--- config.mk ---
export PLATFORM = sky130hd
export DESIGN_NAME = analog_event_tx_filter
export DESIGN_NICKNAME = d
export VERILOG_FILES = /design/src/logic/aetf_pkg.sv /design/src/logic/chan_cmp_if.sv /design/src/logic/chan_eval.sv /design/src/logic/analog_event_tx_filter.sv
export VERILOG_INCLUDE_DIRS = /design/src /design/src/logic
export SDC_FILE = /design/constraint.sdc
export NUM_CORES = 1
export LEC_CHECK = 0
export ABC_AREA = 0
export BUFFER_PORTS_ARGS = -buffer_cell sky130_fd_sc_hd__buf_2
export CAP_MARGIN = 15
export CORE_AREA = 4 4 198 200
export CTS_CLUSTER_DIAMETER = 60
export CTS_CLUSTER_SIZE = 40
export DETAILED_ROUTE_END_ITERATION = 8
export DIE_AREA = 0 0 202 204
export GPL_ROUTABILITY_DRIVEN = 1
export PLACE_DENSITY = 0.68
export SETUP_SLACK_MARGIN = 0.3
export SYNTH_ARGS = -nofsm -noshare
export SYNTH_HDL_FRONTEND = slang
export SYNTH_HIERARCHICAL = 1
export SYNTH_SLANG_ARGS = --single-unit
--- constraint.sdc ---
create_clock -name REF_CLK -period 14.77 [get_ports REF_CLK]
set_clock_uncertainty 0.1 [all_clocks]
set_input_delay 0.7385 -clock REF_CLK [delete_from_list [all_inputs] [get_ports REF_CLK]]
set_output_delay 0.7385 -clock REF_CLK [all_outputs]
set_load 0.05 [all_outputs]
--- src/logic/aetf_defs.svh ---
// constants of the analog event transmit filter: widths, offsets, fields, reset values
`ifndef AETF_DEFS_SVH
`define AETF_DEFS_SVH

// ********************************************
// sizes
// ********************************************
`define CH_NUM 4
`define CH_W 2
`define VAL_W 16

// ********************************************
// threshold limits and defaults
// ********************************************
`define THR_MAX 16'h2710
`define LO_RST 16'h0000
`define HI_RST 16'h0000
`define DELTA_RST 16'h0032
`define LAST_RST 16'h0000

// ********************************************
// channel config word fields and reset
// ********************************************
`define CFG_LO_BIT 0
`define CFG_HI_BIT 1
`define CFG_DELTA_BIT 2
`define CFG_LO_RST 1'b0
`define CFG_HI_RST 1'b0
`define CFG_DELTA_RST 1'b1

// ********************************************
// register offsets: word index in a channel block, low address byte, or upper nibble of the last-value block
// ********************************************
`define OFS_CFG 2'h0
`define OFS_LO 2'h1
`define OFS_HI 2'h2
`define OFS_DELTA 2'h3
`define OFS_TXTYPE 8'h40
`define OFS_IRQ_STAT 8'h44
`define OFS_IRQ_MASK 8'h48
`define OFS_LAST_BASE 4'h5

// ********************************************
// transmission types and reset values of the globals
// ********************************************
`define TXTYPE_ACYC 8'h00
`define TXTYPE_ASYNC 8'hFF
`define TXTYPE_RST 8'hFF
`define IRQ_MASK_RST 4'h0

`endif

--- src/logic/aetf_pkg.sv ---
// types shared by the analog event transmit filter modules
`include "aetf_defs.svh"

package aetf_pkg;

    // one signed sample or threshold
    typedef logic signed [`VAL_W-1:0] sample_t;

    // per-channel event settings
    typedef struct packed {
        logic lo_en;
        logic hi_en;
        logic delta_en;
        sample_t lo_thr;
        sample_t hi_thr;
        logic [`VAL_W-1:0] delta_thr;
    } chan_cfg_s;

    // bus slave phases
    typedef enum logic [1:0] {
        BUS_IDLE,
        BUS_WRITE,
        BUS_RD_WAIT,
        BUS_RD_DONE
    } bus_st_e;

endpackage

--- src/logic/chan_cmp_if.sv ---
// carrier between the filter core and the condition evaluator
`timescale 1ns/1ps

interface chan_cmp_if;
    import aetf_pkg::*;
    aetf_pkg::sample_t value; // incoming sample
    aetf_pkg::sample_t last; // last transmitted value of that channel
    aetf_pkg::chan_cfg_s cfg; // settings of that channel
    logic met; // all enabled conditions hold
    logic any_en; // at least one condition enabled
    modport ctl (output value, output last, output cfg, input met, input any_en);
    modport eval (input value, input last, input cfg, output met, output any_en);
endinterface

--- src/logic/chan_eval.sv ---
// combinational evaluation of the three event conditions of one sample
`timescale 1ns/1ps
`include "aetf_defs.svh"

module chan_eval (
    chan_cmp_if.eval cmp
);
    import aetf_pkg::*;

    // ********************************************
    // conditions
    // ********************************************
    logic signed [`VAL_W:0] diff; // one bit wider so no overflow
    logic [`VAL_W:0] mag; // absolute change
    logic lo_ok; // below lower threshold
    logic hi_ok; // above upper threshold
    logic delta_ok; // change beyond delta

    // signed compare and absolute difference
    always_comb begin
        diff = {cmp.value[`VAL_W-1], cmp.value} - {cmp.last[`VAL_W-1], cmp.last};
        mag = diff[`VAL_W] ? (~diff + 1'b1) : diff;
        lo_ok = cmp.value < cmp.cfg.lo_thr;
        hi_ok = cmp.value > cmp.cfg.hi_thr;
        delta_ok = mag > {1'b0, cmp.cfg.delta_thr};
    end

    // disabled conditions do not block; enabled ones must all hold
    assign cmp.met = (!cmp.cfg.lo_en || lo_ok) && (!cmp.cfg.hi_en || hi_ok)
        && (!cmp.cfg.delta_en || delta_ok);
    assign cmp.any_en = cmp.cfg.lo_en || cmp.cfg.hi_en || cmp.cfg.delta_en;

endmodule

--- src/logic/analog_event_tx_filter.sv ---
// analog event transmit filter: per-channel event gating of samples toward the fieldbus
//
// Function
// lower condition met only below lower threshold
// upper condition met only above upper threshold
// delta met when change exceeds delta threshold
// each condition enabled separately per channel
// send only when all enabled conditions hold
// none enabled, type 0/255: never send
// defaults: limits off, delta on, 50
// separate event settings for every channel
// limit thresholds signed, clamped 0 to 10000
// delta threshold unsigned, clamped 0 to 10000
// sent value becomes next delta reference
`timescale 1ns/1ps
`include "aetf_defs.svh"

module analog_event_tx_filter (
    input wire logic REF_CLK,
    input wire logic RST_N,
    input wire logic HSEL,
    input wire logic [31:0] HADDR,
    input wire logic [1:0] HTRANS,
    input wire logic HWRITE,
    input wire logic [2:0] HSIZE,
    input wire logic [31:0] HWDATA,
    input wire logic HREADY,
    output logic [31:0] HRDATA,
    output logic HREADYOUT,
    output logic HRESP,
    input wire logic SAMPLE_VALID,
    output logic SAMPLE_READY,
    input wire logic [`CH_W-1:0] SAMPLE_CHAN,
    input wire aetf_pkg::sample_t SAMPLE_DATA,
    output logic TX_VALID,
    input wire logic TX_READY,
    output logic [`CH_W-1:0] TX_CHAN,
    output aetf_pkg::sample_t TX_DATA,
    output logic IRQ
);
    import aetf_pkg::*;

    // ********************************************
    // declarations
    // ********************************************
    bus_st_e st_q; // bus slave phase
    bus_st_e st_d; // its next value
    logic [7:0] addr_q; // latched low address byte
    logic [31:0] rdata_q; // registered read data
    logic [31:0] rdata_d; // read mux output
    logic addr_ok; // valid address phase seen
    logic wr_now; // write data phase this cycle
    logic [`CH_W-1:0] wr_ch; // channel addressed by the write
    logic chan_area; // address lies in the channel block
    chan_cfg_s cfg_arr [`CH_NUM]; // settings of all channels
    sample_t last_arr [`CH_NUM]; // references of all channels
    logic [7:0] txtype_q; // process data transmission type
    logic [`CH_NUM-1:0] irq_stat_q; // sticky sent flags
    logic [`CH_NUM-1:0] irq_mask_q; // interrupt enables
    logic [`CH_NUM-1:0] sent_vec; // one-hot sent event this cycle
    logic tx_valid_q; // output slot full
    logic [`CH_W-1:0] tx_chan_q; // channel of pending value
    sample_t tx_data_q; // pending value
    logic acc; // a sample is taken this cycle
    logic acyclic; // type forbids untriggered sends
    logic send; // taken sample goes out
    chan_cmp_if cmp (); // evaluator carrier

    // clamp a limit threshold: negative goes to zero, large to the top
    function automatic sample_t clamp_lim(input logic [`VAL_W-1:0] w);
        sample_t r;
        if (w[`VAL_W-1]) begin
            r = '0;
        end else if (w > `THR_MAX) begin
            r = `THR_MAX;
        end else begin
            r = w;
        end
        return r;
    endfunction

    // clamp an unsigned delta threshold to the top of its range
    function automatic logic [`VAL_W-1:0] clamp_delta(input logic [`VAL_W-1:0] w);
        logic [`VAL_W-1:0] r;
        r = (w > `THR_MAX) ? `THR_MAX : w;
        return r;
    endfunction

    // ********************************************
    // ahb-lite slave
    // ********************************************
    // only NONSEQ/SEQ with hready high open a transfer
    assign addr_ok = HSEL && HTRANS[1] && HREADY;
    // reads take one wait state so a write just before is visible
    assign HREADYOUT = (st_q != BUS_RD_WAIT);
    // every answer is OKAY, unmapped ones included
    assign HRESP = 1'b0;
    assign HRDATA = rdata_q;
    assign wr_now = (st_q == BUS_WRITE);
    assign wr_ch = addr_q[5:4];
    assign chan_area = (addr_q[7:6] == 2'h0);

    // phase sequencing
    always_comb begin
        st_d = BUS_IDLE;
        if (HREADYOUT && addr_ok) begin
            st_d = HWRITE ? BUS_WRITE : BUS_RD_WAIT;
        end else if (st_q == BUS_RD_WAIT) begin
            st_d = BUS_RD_DONE;
        end
    end

    // phase register and address latch
    always_ff @(posedge REF_CLK or negedge RST_N) begin
        if (!RST_N) begin
            st_q <= BUS_IDLE;
            addr_q <= 8'h00;
        end else begin
            st_q <= st_d;
            if (HREADYOUT && addr_ok) begin
                addr_q <= HADDR[7:0];
            end
        end
    end

    // read mux; reserved and unmapped words read as zero
    always_comb begin
        rdata_d = 32'h0000_0000;
        if (chan_area) begin
            unique case (addr_q[3:2])
                `OFS_CFG: begin
                    rdata_d[`CFG_LO_BIT] = cfg_arr[wr_ch].lo_en;
                    rdata_d[`CFG_HI_BIT] = cfg_arr[wr_ch].hi_en;
                    rdata_d[`CFG_DELTA_BIT] = cfg_arr[wr_ch].delta_en;
                end
                `OFS_LO: rdata_d[`VAL_W-1:0] = cfg_arr[wr_ch].lo_thr;
                `OFS_HI: rdata_d[`VAL_W-1:0] = cfg_arr[wr_ch].hi_thr;
                `OFS_DELTA: rdata_d[`VAL_W-1:0] = cfg_arr[wr_ch].delta_thr;
            endcase
        end else if (addr_q == `OFS_TXTYPE) begin
            rdata_d[7:0] = txtype_q;
        end else if (addr_q == `OFS_IRQ_STAT) begin
            rdata_d[`CH_NUM-1:0] = irq_stat_q;
        end else if (addr_q == `OFS_IRQ_MASK) begin
            rdata_d[`CH_NUM-1:0] = irq_mask_q;
        end else if (addr_q[7:4] == `OFS_LAST_BASE) begin
            // last transmitted value, sign bits above stay zero
            rdata_d[`VAL_W-1:0] = last_arr[addr_q[3:2]];
        end
    end

    // read data captured in the wait cycle, held until the next read
    always_ff @(posedge REF_CLK or negedge RST_N) begin
        if (!RST_N) begin
            rdata_q <= 32'h0000_0000;
        end else if (st_q == BUS_RD_WAIT) begin
            rdata_q <= rdata_d;
        end
    end

    // ********************************************
    // per-channel settings and reference
    // ********************************************
    genvar g;
    generate
        for (g = 0; g < `CH_NUM; g++) begin : g_ch
            chan_cfg_s cfg_q; // this channel's settings
            sample_t last_q; // this channel's delta reference
            logic hit; // write targets this channel

            assign hit = wr_now && chan_area && (wr_ch == `CH_W'(g));
            assign cfg_arr[g] = cfg_q;
            assign last_arr[g] = last_q;

            // settings: defaults at reset, thresholds clamped on every write
            always_ff @(posedge REF_CLK or negedge RST_N) begin
                if (!RST_N) begin
                    cfg_q.lo_en <= `CFG_LO_RST;
                    cfg_q.hi_en <= `CFG_HI_RST;
                    cfg_q.delta_en <= `CFG_DELTA_RST;
                    cfg_q.lo_thr <= `LO_RST;
                    cfg_q.hi_thr <= `HI_RST;
                    cfg_q.delta_thr <= `DELTA_RST;
                end else if (hit) begin
                    unique case (addr_q[3:2])
                        `OFS_CFG: begin
                            // each enable is its own bit
                            cfg_q.lo_en <= HWDATA[`CFG_LO_BIT];
                            cfg_q.hi_en <= HWDATA[`CFG_HI_BIT];
                            cfg_q.delta_en <= HWDATA[`CFG_DELTA_BIT];
                        end
                        `OFS_LO: cfg_q.lo_thr <= clamp_lim(HWDATA[`VAL_W-1:0]);
                        `OFS_HI: cfg_q.hi_thr <= clamp_lim(HWDATA[`VAL_W-1:0]);
                        `OFS_DELTA: cfg_q.delta_thr <= clamp_delta(HWDATA[`VAL_W-1:0]);
                    endcase
                end
            end

            // reference follows only values that really go out
            always_ff @(posedge REF_CLK or negedge RST_N) begin
                if (!RST_N) begin
                    last_q <= `LAST_RST;
                end else if (sent_vec[g]) begin
                    last_q <= SAMPLE_DATA;
                end
            end
        end
    endgenerate

    // ********************************************
    // global registers
    // ********************************************
    // transmission type, read by the gate below
    always_ff @(posedge REF_CLK or negedge RST_N) begin
        if (!RST_N) begin
            txtype_q <= `TXTYPE_RST;
        end else if (wr_now && addr_q == `OFS_TXTYPE) begin
            txtype_q <= HWDATA[7:0];
        end
    end

    // interrupt mask
    always_ff @(posedge REF_CLK or negedge RST_N) begin
        if (!RST_N) begin
            irq_mask_q <= `IRQ_MASK_RST;
        end else if (wr_now && addr_q == `OFS_IRQ_MASK) begin
            irq_mask_q <= HWDATA[`CH_NUM-1:0];
        end
    end

    // sticky sent flags; a new event beats a clear in the same cycle
    always_ff @(posedge REF_CLK or negedge RST_N) begin
        if (!RST_N) begin
            irq_stat_q <= '0;
        end else if (wr_now && addr_q == `OFS_IRQ_STAT) begin
            irq_stat_q <= (irq_stat_q & ~HWDATA[`CH_NUM-1:0]) | sent_vec;
        end else begin
            irq_stat_q <= irq_stat_q | sent_vec;
        end
    end

    // level interrupt from unmasked flags
    assign IRQ = |(irq_stat_q & irq_mask_q);

    // ********************************************
    // event gate
    // ********************************************
    chan_eval u_eval (
        .cmp(cmp)
    );

    assign cmp.value = SAMPLE_DATA;
    assign cmp.last = last_arr[SAMPLE_CHAN];
    assign cmp.cfg = cfg_arr[SAMPLE_CHAN];

    // one slot: refills in the cycle it drains, so no bubble
    assign SAMPLE_READY = !tx_valid_q || TX_READY;
    assign acc = SAMPLE_VALID && SAMPLE_READY;
    assign acyclic = (txtype_q == `TXTYPE_ACYC) || (txtype_q == `TXTYPE_ASYNC);
    // with nothing enabled, only cyclic types still pass samples
    assign send = cmp.any_en ? cmp.met : !acyclic;
    assign sent_vec = (acc && send) ? (`CH_NUM'(1) << SAMPLE_CHAN) : '0;

    // output slot held until the master takes it
    always_ff @(posedge REF_CLK or negedge RST_N) begin
        if (!RST_N) begin
            tx_valid_q <= 1'b0;
            tx_chan_q <= '0;
            tx_data_q <= '0;
        end else if (acc) begin
            tx_valid_q <= send;
            if (send) begin
                tx_chan_q <= SAMPLE_CHAN;
                tx_data_q <= SAMPLE_DATA;
            end
        end else if (TX_READY) begin
            tx_valid_q <= 1'b0;
        end
    end

    assign TX_VALID = tx_valid_q;
    assign TX_CHAN = tx_chan_q;
    assign TX_DATA = tx_data_q;

    // ********************************************
    // assertions
    // ********************************************
    a_reset_defaults: assert property (@(posedge REF_CLK)
        $rose(RST_N) |-> cfg_arr[0].delta_en && !cfg_arr[0].lo_en && !cfg_arr[0].hi_en
        && cfg_arr[0].delta_thr == 16'h0032 && cfg_arr[3].delta_thr == 16'h0032)
        else $error("channel defaults wrong after reset");

    a_limit_range: assert property (@(posedge REF_CLK) disable iff (!RST_N)
        cfg_arr[1].lo_thr >= 0 && cfg_arr[1].lo_thr <= 16'sd10000
        && cfg_arr[1].hi_thr >= 0 && cfg_arr[1].hi_thr <= 16'sd10000)
        else $error("limit threshold out of range");

    a_delta_range: assert property (@(posedge REF_CLK) disable iff (!RST_N)
        wr_now && chan_area && addr_q[3:2] == 2'h3 |=>
        cfg_arr[$past(wr_ch)].delta_thr <= 16'd10000)
        else $error("delta threshold out of range");

    a_enable_bits: assert property (@(posedge REF_CLK) disable iff (!RST_N)
        wr_now && chan_area && addr_q[3:2] == 2'h0 |=>
        {cfg_arr[$past(wr_ch)].delta_en, cfg_arr[$past(wr_ch)].hi_en,
        cfg_arr[$past(wr_ch)].lo_en} == $past(HWDATA[2:0]))
        else $error("enable bits not written as given");

    a_lower_gate: assert property (@(posedge REF_CLK) disable iff (!RST_N)
        acc && cmp.cfg.lo_en && !(SAMPLE_DATA < cmp.cfg.lo_thr) |=> !tx_valid_q)
        else $error("sent although not below lower threshold");

    a_upper_gate: assert property (@(posedge REF_CLK) disable iff (!RST_N)
        acc && cmp.cfg.hi_en && !(SAMPLE_DATA > cmp.cfg.hi_thr) |=> !tx_valid_q)
        else $error("sent although not above upper threshold");

    a_silent_acyc: assert property (@(posedge REF_CLK) disable iff (!RST_N)
        acc && !cmp.any_en && acyclic |=> !tx_valid_q ##1 !tx_valid_q || $past(acc))
        else $error("sent with no condition in acyclic mode");

    a_send_value: assert property (@(posedge REF_CLK) disable iff (!RST_N)
        acc && cmp.any_en && cmp.met |=> tx_valid_q && tx_data_q == $past(SAMPLE_DATA)
        && tx_chan_q == $past(SAMPLE_CHAN))
        else $error("met sample not presented");

    a_ref_update: assert property (@(posedge REF_CLK) disable iff (!RST_N)
        acc && send |=> last_arr[tx_chan_q] == tx_data_q && irq_stat_q[tx_chan_q])
        else $error("reference or flag not updated on send");

    a_tx_hold: assert property (@(posedge REF_CLK) disable iff (!RST_N)
        tx_valid_q && !TX_READY |=> tx_valid_q && $stable(tx_data_q) && !$past(SAMPLE_READY))
        else $error("pending value lost under back-pressure");

endmodule

==> impl_metrics.py, run 1 <==
metrics = {
    "timing": {
        "maxSlewHeadroom": 0.346,
        "layout_setup_ws_ns": 7.05,
        "max_freq_ghz": 0.129,
        "worst_pin_slew_ns": 0.978,
        "setup_viol": 0,
        "drv_slew": 0,
        "min_period_ns": 7.72,
        "tns_ns": 0,
        "hold-worst-slack_ns": 0.103,
        "rsz0062_at_grt": "false",
        "hold_viol_final": 0,
        "period_share": 0.523,
    },
    "route": {
        "first_iter_violations": 1201,
        "drc_errors": 1,
        "drt-total-wl_mm": 52.7,
        "via_per_inst": 6.12,
        "vias": 13500,
        "ant_nets": 0,
        "first_pass_iters": 7,
        "wl_per_cell_um": 23.9,
    },
    "place": {
        "gp_congestion": 0.944,
        "portBuffers": 87,
        "placedCellCount": 2151,
        "placed_cell_area_sq_um": 19100,
        "place_ws_ns": 6.42,
        "hpwl_mm": 36.7,
    },
    "floorplan": {
        "core_area_sq_um": 37400,
        "start_util": 0.494,
        "die_y_um": 204,
        "die_x_um": 202,
        "dieArea_sq_um": 41200,
        "ios": 149,
        "row_count": 71,
    },
    "cells_and_area": {
        "fillers": 3192,
        "regArea_sq_um": 8070,
        "stdcell_area_sq_um": 20100,
        "syn_to_final_growth_pct": 9.01,
        "final_cell_mix": "294 x dfrtp_1, 231 x nand2_1, 153 x o21ai_0",
        "final_common_cell": "dfrtp_1",
        "multiInputGateArea_sq_um": 9450,
        "final-instance-count-excl-fill": 2203,
        "drive_above_1_share": 0.280,
        "utilization": 0.538,
        "final_nets": 1829,
    },
    "clock_tree": {
        "insertion_delay_ns": 0.59,
        "cts_setup_buffers": 0,
        "clockBufferDepth": 3,
        "tritoncts": "done",
        "cts_max_level": 1,
        "cts.sinks": 321,
        "ctsHoldBuffers": 0,
        "ctsResizeCount": 0,
        "clk_pin_slew_worst_paths_ns": 0.07,
        "cts-root-buf": "clkbuf_16",
        "numCtsBuffers": 27,
    },
    "global_routing": {
        "track_usage": 0.256,
        "antenna_found_initial": 0,
        "grt_max_degree": 143,
        "grt_pass1_wl_mm": 81.4,
        "grt_pass1_vias": 13400,
        "grt_remaining_overflow": 0,
    },
    "pwr": {
        "switching_power_mw": 1.76,
        "p_per_area_nw_per_um2": 211,
        "power.share.switching": 0.414,
        "sequentialPowerShare": 0.353,
        "max-vdd-ir-drop_uv": 92.6,
        "p_int_mw": 2.49,
        "total_power_mw": 4.25,
        "p_leak_nw": 8.98,
        "pwr-share-clk": 0.184,
        "p_comb_frac": 0.463,
    },
    "worst_setup_path": {
        "crit_type": "in2reg",
        "critPathMaxFanout": 41,
        "cp.required_ns": 15.12,
        "worstPathArrival_ns": 8.08,
        "endpoint_kind": "flip-flop",
        "start_kind": "input pin",
        "reg2reg_slack_ns": 7.91,
    },
    "yosys": {
        "syn_avg_cell_area_sq_um": 11.3,
        "syn_inst": 1635,
        "ys.flop_type": "dfrtp_1",
        "ys_seq_elements": 321,
        "async_reset_ff_frac": 1.00,
        "synth-warning-count": 6,
        "yosysSeqAreaShare": 0.436,
        "synth_area_sq_um": 18500,
        "ys_types": 79,
        "synth_edf_count": 0,
    },
    "outcome": {
        "outcome": "finished with violations",
        "violations": "DRC",
    },
    "worst_hold_path": {
        "hold_class": "in2async",
    },
    "run": {
        "maxCapViolCount": 0,
    },
}
metal layers:
| metal | vias up | GRT usage | share of wire |
|---|---|---|---|
| li1 | 5968 | - | - |
| met1 | 6842 | 0.349 | 0.41 |
| met2 | 544 | 0.413 | 0.47 |
| met3 | 130 | 0.0390 | 0.071 |
| met4 | 0 | 0.110 | 0.050 |
| met5 | - | 0 | 0 |
path summary, 6_finish.rpt:
kind / endpoint / start / cells after the start
max: g_ch[0].last_q[9] / SAMPLE_CHAN[0] / 27
min in group REF_CLK: addr_q[5] / HADDR[5] / 3
max in group asynchronous: cfg_arr[156] / RST_N / 3
min: g_ch[0].last_q[3] / RST_N / 1
min reg2reg: cfg_arr[1] / cfg_arr[1] / 2
max reg2reg: g_ch[0].last_q[9] / g_ch[3].last_q[0] / 27
cell families (layout without fill, tap and decap cells):
kind of cell    count (synthesis)  after routing  synth area share
fa+ha+maj                      65             65            0.0444
simple gates                  409            409             0.108
flops                         321            321             0.436
xor+xnor                       28             28            0.0133
compound gates                338            338             0.110
other cells                     1             20          0.000203
buf+inv                       208            246            0.0562
mux                           265            265             0.232
sequential cells by signal, indices dropped and copies added (netlist names):
signal	flops
cfg_arr	196
g_ch.last_q	64
HRDATA	16
TX_DATA	16
addr_q	8
txtype_q	8
irq_mask_q	4
irq_stat_q	4
TX_CHAN	2
st_q	2
TX_VALID	1
cells in the mapped netlist, types with 12 or more instances:
library cell,n,area share
inv_1,78,0.016
mux4_2,118,0.14
nand2b_1,12,0.0041
o21ai_1,46,0.012
buf_2,34,0.0092
buf_4,27,0.011
nor2b_1,16,0.0054
nor2_1,42,0.0085
a21oi_1,38,0.010
mux2i_1,23,0.012
ha_1,64,0.043
xnor2_1,18,0.0085
a21o_1,19,0.0077
clkbuf_1,43,0.0087
o21ai_0,153,0.041
dfstp_2,24,0.034
mux2_2,124,0.076
nand2_1,231,0.047
and2_1,18,0.0061
dfrtp_1,297,0.40
nand4_1,18,0.0061
buf_6,15,0.0091
power by group through the flow:
stage                     combinational [mW]  sequential [mW]  clock [mW]
after global placement                  1.90             1.48           0
after global routing                    2.14             1.54       0.832
final                                   1.97             1.50       0.783
after detailed placement                1.94             1.51           0
after CTS                               1.95             1.50       0.798
after floorplan                         1.33             1.59           0
worst max-delay path, cell delays in order:
cell and delay [ns]:
buf_4 0.47, buf_4 0.81, mux4_2 0.60, inv_1 0.08, ha_1 0.27, or2_2 0.30
a31o_2 0.25, o2111ai_1 0.13, a21oi_1 0.15, o31ai_1 0.25, a31oi_1 0.15, buf_4 0.20
inv_1 0.22, nand2_1 0.10, xnor2_1 0.16, ha_1 0.31, nand4_1 0.11, or2_2 0.32
a21oi_1 0.15, nor3_1 0.08, o31ai_1 0.34, a41oi_2 0.07, a311oi_2 0.20, o21ai_1 0.31
nor3_2 0.59, buf_4 0.34, mux2_2 0.36
area by class of cell:
type / instances / area share
antenna: 1 / 0.000124
clock buffer: 30 / 0.0351
clock inverter: 20 / 0.0134
inverter: 79 / 0.0147
multi-input combinational: 1124 / 0.469
sequential: 321 / 0.401
tap: 511 / 0.0317
timing repair buffer: 117 / 0.0352
No activity file was read; power rests on OpenSTA's default activity.
==> run 2: changes to the inputs <==
==> constraint.sdc (replaced) <==
create_clock -name REF_CLK -period 7.6 [get_ports REF_CLK]
set_clock_uncertainty 0.1 [all_clocks]
set_input_delay 0.38 -clock REF_CLK [delete_from_list [all_inputs] [get_ports REF_CLK]]
set_output_delay 0.38 -clock REF_CLK [all_outputs]
set_load 0.05 [all_outputs]
==> run 2 against run 1 <==
Against the previous run: the run now ends clean; clock-buffer cell count down 1; non-clock buffer count is 17 higher; global-route usage decreased by 0.21 points; combinational power increased by 96%; critical path depth unchanged.
==> impl_metrics.py, run 2 (synthesis gave the netlist of run 1 again) <==
metrics = {
    "outcome": {
        "outcome": "finished, final reports clean",
    },
    "worst_setup_path": {
        "crit_type": "in2reg",
        "endpoint_kind": "flip-flop",
        "critPathMaxFanout": 29,
        "crit_cells": 27,
        "slowest_delay_ns": 0.63,
        "worstPathArrival_ns": 6.80,
        "start_kind": "input pin",
        "reg2reg_slack_ns": 1.22,
        "cp_slowest_cell": "mux4_2",
        "cp.required_ns": 7.96,
        "r2r_cells": 26,
        "critical-path-top-delay-family": "compound AO/OA/AOI/OAI gates",
        "crit_buf_inv": 5,
        "worst_path_most_repeated_cell": "buf_4",
    },
    "route": {
        "wl_per_cell_um": 23.8,
        "first_pass_iters": 5,
        "ant_nets": 0,
        "met1_length_mm": 21.6,
        "wl_met3_mm": 3.51,
        "drt-total-wl_mm": 52.8,
        "first_iter_violations": 957,
        "drc_errors": 0,
        "via_per_inst": 6.04,
        "met2RoutedLength_mm": 25.2,
        "top_layer": "met5",
        "vias": 13400,
    },
    "floorplan": {
        "ios": 149,
        "core_area_sq_um": 37400,
        "start_util": 0.494,
        "die_x_um": 202,
        "row_count": 71,
        "die_y_um": 204,
        "dieArea_sq_um": 41200,
    },
    "pwr": {
        "power.share.switching": 0.420,
        "sequentialPowerShare": 0.351,
        "switching_power_mw": 3.49,
        "p_comb_frac": 0.464,
        "max-vdd-ir-drop_uv": 217,
        "pwr-share-clk": 0.185,
        "p_int_mw": 4.82,
        "p_per_area_nw_per_um2": 410,
        "p_leak_nw": 9.06,
    },
    "timing": {
        "worst_pin_slew_ns": 0.990,
        "maxSlewHeadroom": 0.340,
        "min_period_ns": 6.43,
        "max_freq_ghz": 0.155,
        "tns_ns": 0,
        "drv_slew": 0,
        "rsz0062_at_grt": "false",
        "hold_viol_final": 0,
        "setup_viol": 0,
        "period_share": 0.847,
    },
    "global_routing": {
        "track_usage": 0.254,
        "grt_max_degree": 150,
        "antenna_found_initial": 2,
        "grt_pass1_wl_mm": 80.9,
        "grt_pass1_vias": 13400,
        "grt_remaining_overflow": 0,
    },
    "run": {
        "maxCapViolCount": 0,
    },
    "clock_tree": {
        "cts-root-buf": "clkbuf_16",
        "cts.sinks": 321,
        "ctsResizeCount": 0,
        "insertion_delay_ns": 0.60,
        "clk_pin_slew_worst_paths_ns": 0.10,
        "cts_max_level": 1,
        "clockBufferDepth": 3,
        "numCtsBuffers": 27,
        "tritoncts": "done",
    },
    "cells_and_area": {
        "final_common_cell": "dfrtp_1",
        "largest_register_ffs": 196,
        "multiInputGateArea_sq_um": 9450,
        "regMostFlops": "cfg_arr",
        "largest_registers": "cfg_arr (196), g_ch.last_q (64)",
        "fillers": 3131,
        "final_cell_mix": "294 x dfrtp_1, 231 x nand2_1, 153 x o21ai_0",
        "syn_to_final_growth_pct": 9.80,
        "drive_above_1_share": 0.279,
        "regArea_sq_um": 8070,
        "final_nets": 1846,
        "utilization": 0.542,
        "antenna_cells": 0,
    },
    "place": {
        "hpwl_mm": 36.3,
        "gp_congestion": 0.956,
        "portBuffers": 87,
    },
    "worst_hold_path": {
        "hold_class": "in2reg",
        "whs_path_depth": 2,
    },
}
-- run 2: through the flow --
stage	instance area (sq um)	hold slack (ns)	std cells	worst slack [ns]	power, mW
2_1_floorplan	18500	-0.0156	1653	1.31	5.67
3_3_place_gp	19200	0.366	2156	0.759	6.58
3_5_place_dp	19200	0.379	2156	0.605	6.72
4_1_cts	20300	0.0000302	2219	1.22	8.28
5_1_grt	20300	0.00762	2219	0.666	8.79
6_report	20300	0.00952	2219	1.17	8.31
-- run 2: layout make-up --
type,count,area share
inverter,79,0.0146
clock inverter,21,0.0144
sequential,321,0.398
multi-input combinational,1124,0.466
clock buffer,29,0.0342
timing repair buffer,134,0.0418
tap,511,0.0315
-- run 2: power by group through the flow --
stage | combinational [mW] | clock, mW | sequential [mW]
global route | 4.16 | 1.62 | 3.00
global placement | 3.70 | 0 | 2.88
detailed placement | 3.78 | 0 | 2.94
floorplan | 2.59 | 0 | 3.08
CTS | 3.82 | 1.55 | 2.91
finish | 3.86 | 1.53 | 2.92
-- run 2: final timing paths --
kind,start,end
max,SAMPLE_CHAN[0],g_ch[2].last_q[2]
min,HWDATA[5],txtype_q[5]
max reg2reg,g_ch[3].last_q[0],g_ch[2].last_q[2]
min reg2reg,cfg_arr[56],cfg_arr[56]
max in group asynchronous,RST_N,addr_q[4]
min in group asynchronous,RST_N,g_ch[1].last_q[2]
-- run 2: repair_timing --
action	4_1_cts	5_1_grt
hold buffers	13	0
hold endpoints to repair	100	0
setup buffers	0	0
-- run 2: routing by layer --
metal  up-vias  GRT usage
li1       5985          -
met3       122     0.0394
met1      6802      0.342
met4         2      0.102
met5         -          0
met2       488      0.417
==> run 3: changes to the inputs <==
--- a/config.mk
+++ b/config.mk
@@ -6,14 +6,14 @@
 export SDC_FILE = /design/constraint.sdc
 export NUM_CORES = 1
 export LEC_CHECK = 0
-export ABC_AREA = 0
+export ABC_AREA = 1
 export BUFFER_PORTS_ARGS = -buffer_cell sky130_fd_sc_hd__buf_2
 export CAP_MARGIN = 15
-export CORE_AREA = 4 4 198 200
+export CORE_AREA = 4 4 204 206
 export CTS_CLUSTER_DIAMETER = 60
 export CTS_CLUSTER_SIZE = 40
 export DETAILED_ROUTE_END_ITERATION = 8
-export DIE_AREA = 0 0 202 204
+export DIE_AREA = 0 0 208 210
 export GPL_ROUTABILITY_DRIVEN = 1
 export PLACE_DENSITY = 0.68
 export SETUP_SLACK_MARGIN = 0.3
==> constraint.sdc (replaced) <==
create_clock -name REF_CLK -period 6.2 [get_ports REF_CLK]
set_clock_uncertainty 0.1 [all_clocks]
set_input_delay 0.31 -clock REF_CLK [delete_from_list [all_inputs] [get_ports REF_CLK]]
set_output_delay 0.31 -clock REF_CLK [all_outputs]
set_load 0.05 [all_outputs]
==> run 3 against run 2 <==
Against the previous run: utilization increased by 0.44 points; area after synthesis up 7.0%; first-iteration DRC count increased by 120%; global-route usage increased by 3.9 points; wire length up 24%; combinational power grew 29%; die area rose by 6.0%; worst setup slack lost 0.33 ns; sequential power rose by 19%; worst hold slack gained 0.027 ns; critical path depth increased by 15.
==> impl_metrics.py, run 3 <==
metrics = {
    "yosys": {
        "ys_types": 52,
        "synth_edf_count": 0,
        "yosysTopAreaCell": "dfrtp_1",
        "synth_top_family_by_area": "simple AND/OR/NAND/NOR gates",
        "synthTopCellsByArea": "dfrtp_1 38%, nand2_1 19%, nand3_1 4.1%",
        "synth_xor_area_frac": 0.00531,
        "synth_common_cells": "1,016 x nand2_1, 297 x dfrtp_1, 200 x inv_1, 161 x nand3_1, 151 x nor2_1",
        "async_reset_ff_frac": 1.00,
        "syn_inst": 2672,
        "synth-simple-area-share": 0.329,
        "synth_area_sq_um": 19800,
        "ys_seq_elements": 321,
        "syn_avg_cell_area_sq_um": 7.40,
        "ys.flop_type": "dfrtp_1",
        "post-synth-top-count-cell": "nand2_1",
        "yosysSeqAreaShare": 0.408,
        "synthMuxAreaShare": 0.00285,
        "synth_top_area_share": 0.376,
        "synth-warning-count": 6,
        "synth_compound_area_frac": 0.122,
        "synthAdderAreaFrac": 0.0415,
    },
    "cells_and_area": {
        "drive_above_1_share": 0.122,
        "final_cell_mix": "1,013 x nand2_1, 296 x dfrtp_1, 200 x inv_1",
        "final_nets": 2861,
        "syn_to_final_growth_pct": 9.60,
        "final_common_cell": "nand2_1",
        "antenna_cells": 0,
        "largest_register_ffs": 196,
        "final-instance-count-excl-fill": 3251,
        "fillers": 3753,
        "regMostFlops": "cfg_arr",
        "largest_registers": "cfg_arr (196), g_ch.last_q (64)",
        "utilization": 0.547,
        "regArea_sq_um": 8060,
        "multiInputGateArea_sq_um": 10000,
    },
    "clock_tree": {
        "cts_max_level": 1,
        "clk_pin_slew_worst_paths_ns": 0.09,
        "insertion_delay_ns": 0.60,
        "cts-root-buf": "clkbuf_16",
        "tritoncts": "done",
        "clockBufferDepth": 3,
        "cts.sinks": 321,
        "numCtsBuffers": 30,
    },
    "timing": {
        "setup_viol": 0,
        "tns_ns": 0,
        "max_freq_ghz": 0.186,
        "rsz0062_at_grt": "false",
        "hold-worst-slack_ns": 0.0366,
        "hold_viol_final": 0,
        "min_period_ns": 5.37,
        "worst_pin_slew_ns": 0.972,
        "period_share": 0.866,
        "maxSlewHeadroom": 0.351,
        "drv_slew": 0,
    },
    "floorplan": {
        "die_x_um": 208,
        "start_util": 0.499,
        "core_area_sq_um": 39600,
        "ios": 149,
        "row_count": 73,
        "die_y_um": 210,
        "dieArea_sq_um": 43700,
    },
    "worst_setup_path": {
        "start_kind": "input pin",
        "r2r_cells": 37,
        "crit_type": "in2reg",
        "cp.required_ns": 6.59,
        "cp_slowest_cell": "dlygate4sd3_1",
        "endpoint_kind": "flip-flop",
        "critPathMaxFanout": 63,
        "worst_path_most_repeated_cell": "nand2_1",
        "slowest_delay_ns": 0.53,
        "worstPathArrival_ns": 5.76,
    },
    "route": {
        "ant_nets": 0,
        "first_iter_violations": 2088,
        "drc_errors": 0,
        "drt-total-wl_mm": 65.4,
        "first_pass_iters": 6,
        "vias": 18800,
        "wl_per_cell_um": 20.1,
        "via_per_inst": 5.78,
    },
    "global_routing": {
        "grt_remaining_overflow": 0,
        "grt_pass1_vias": 17900,
        "use_met1": 0.406,
        "track_usage": 0.292,
        "grt_max_degree": 172,
        "grt_pass1_wl_mm": 102,
        "gr-max-usage-layer": "met2",
        "met3_usage": 0.0496,
        "antenna_found_initial": 0,
        "gr-usage-met2": 0.456,
    },
    "pwr": {
        "max-vdd-ir-drop_uv": 250,
        "p_per_area_nw_per_um2": 482,
        "p_leak_nw": 11.4,
        "total_power_mw": 10.5,
    },
    "run": {
        "maxCapViolCount": 0,
    },
    "place": {
        "gp_congestion": 0.947,
        "hpwl_mm": 43.1,
        "portBuffers": 87,
        "placedCellCount": 3167,
    },
    "worst_hold_path": {
        "hold_class": "in2reg",
        "whs_path_depth": 3,
    },
    "outcome": {
        "outcome": "finished, final reports clean",
    },
}
-- run 3: cell count changes after synthesis, sizes merged, moves of 22 or more --
cell   change
nand4     +65
mux4     -118
a22oi     +96
nor2     +136
nand2    +816
o21ai     -25
buf       +22
a21oi     +33
mux2i     -23
inv      +142
nand3    +158
mux2     -119
-- run 3: cell type report --
cell class / count / share of cell area
Inverter: 224 / 0.0402
Tap cell: 525 / 0.0303
Timing Repair Buffer: 138 / 0.0448
Multi-Input combinational cell: 1987 / 0.463
Clock buffer: 33 / 0.0366
Sequential cell: 321 / 0.372
Clock inverter: 23 / 0.0128
-- run 3: final timing paths --
path                                   start            endpoint  slack, ns
min in group asynchronous              RST_N  g_ch[2].last_q[10]       0.22
setup reg to reg           g_ch[3].last_q[0]   g_ch[3].last_q[3]       1.23
hold / removal                SAMPLE_CHAN[1]          TX_CHAN[1]       0.04
hold reg to reg                  TX_DATA[10]         TX_DATA[10]       0.37
setup / recovery              SAMPLE_CHAN[0]   g_ch[3].last_q[3]       0.83
max in group asynchronous              RST_N        cfg_arr[131]       4.25
-- run 3: metrics by stage --
stage | worst slack, ns | cell area (sq um)
after floorplan | 1.41 | 19800
after global placement | 0.490 | 20300
after detailed placement | 0.445 | 20300
after CTS | 0.490 | 21600
after global routing | 0.316 | 21700
final | 0.832 | 21700
-- run 3: logic make-up (layout without fill, tap and decap cells) --
logic type	count (synthesis)	in the layout
simple gates	1498	1499
compound gates	387	387
buf+inv	383	418
flops	321	321
fa+ha+maj	65	65
xor+xnor	12	12
mux	5	5
other cells	1	19
-- run 3: where the power goes --
group / internal, mW / total, mW / switching [mW]
combinational: 1.55 / 4.99 / 3.44
sequential: 2.88 / 3.47 / 0.597
clock: 1.02 / 1.99 / 0.971
total: 5.45 / 10.5 / 5.00
-- run 3: per-layer routing --
| layer | part of all wire | wire [um] |
|---|---|---|
| met1 | 0.41 | 26700 |
| met4 | 0.047 | 3060 |
| met2 | 0.45 | 29400 |
| met3 | 0.094 | 6170 |
| met5 | 0 | 0 |
-- run 3: critical path, delay by kind of cell --
family                     cells  cell delay [ns]
buffers and inverters          8             1.57
xor gates and xnor gates       1             0.14
adders and majority gates      3             0.94
and+or+nand+nor               29             2.60
AOI/OAI and AO/OA              1             0.19
-- run 3: repair_timing --
item                       4_1_cts  5_1_grt
setup endpoints to repair        0       85
hold endpoints to repair       112        0
hold buffers                    24        0
setup buffers                    0        3
resized for setup                0       10
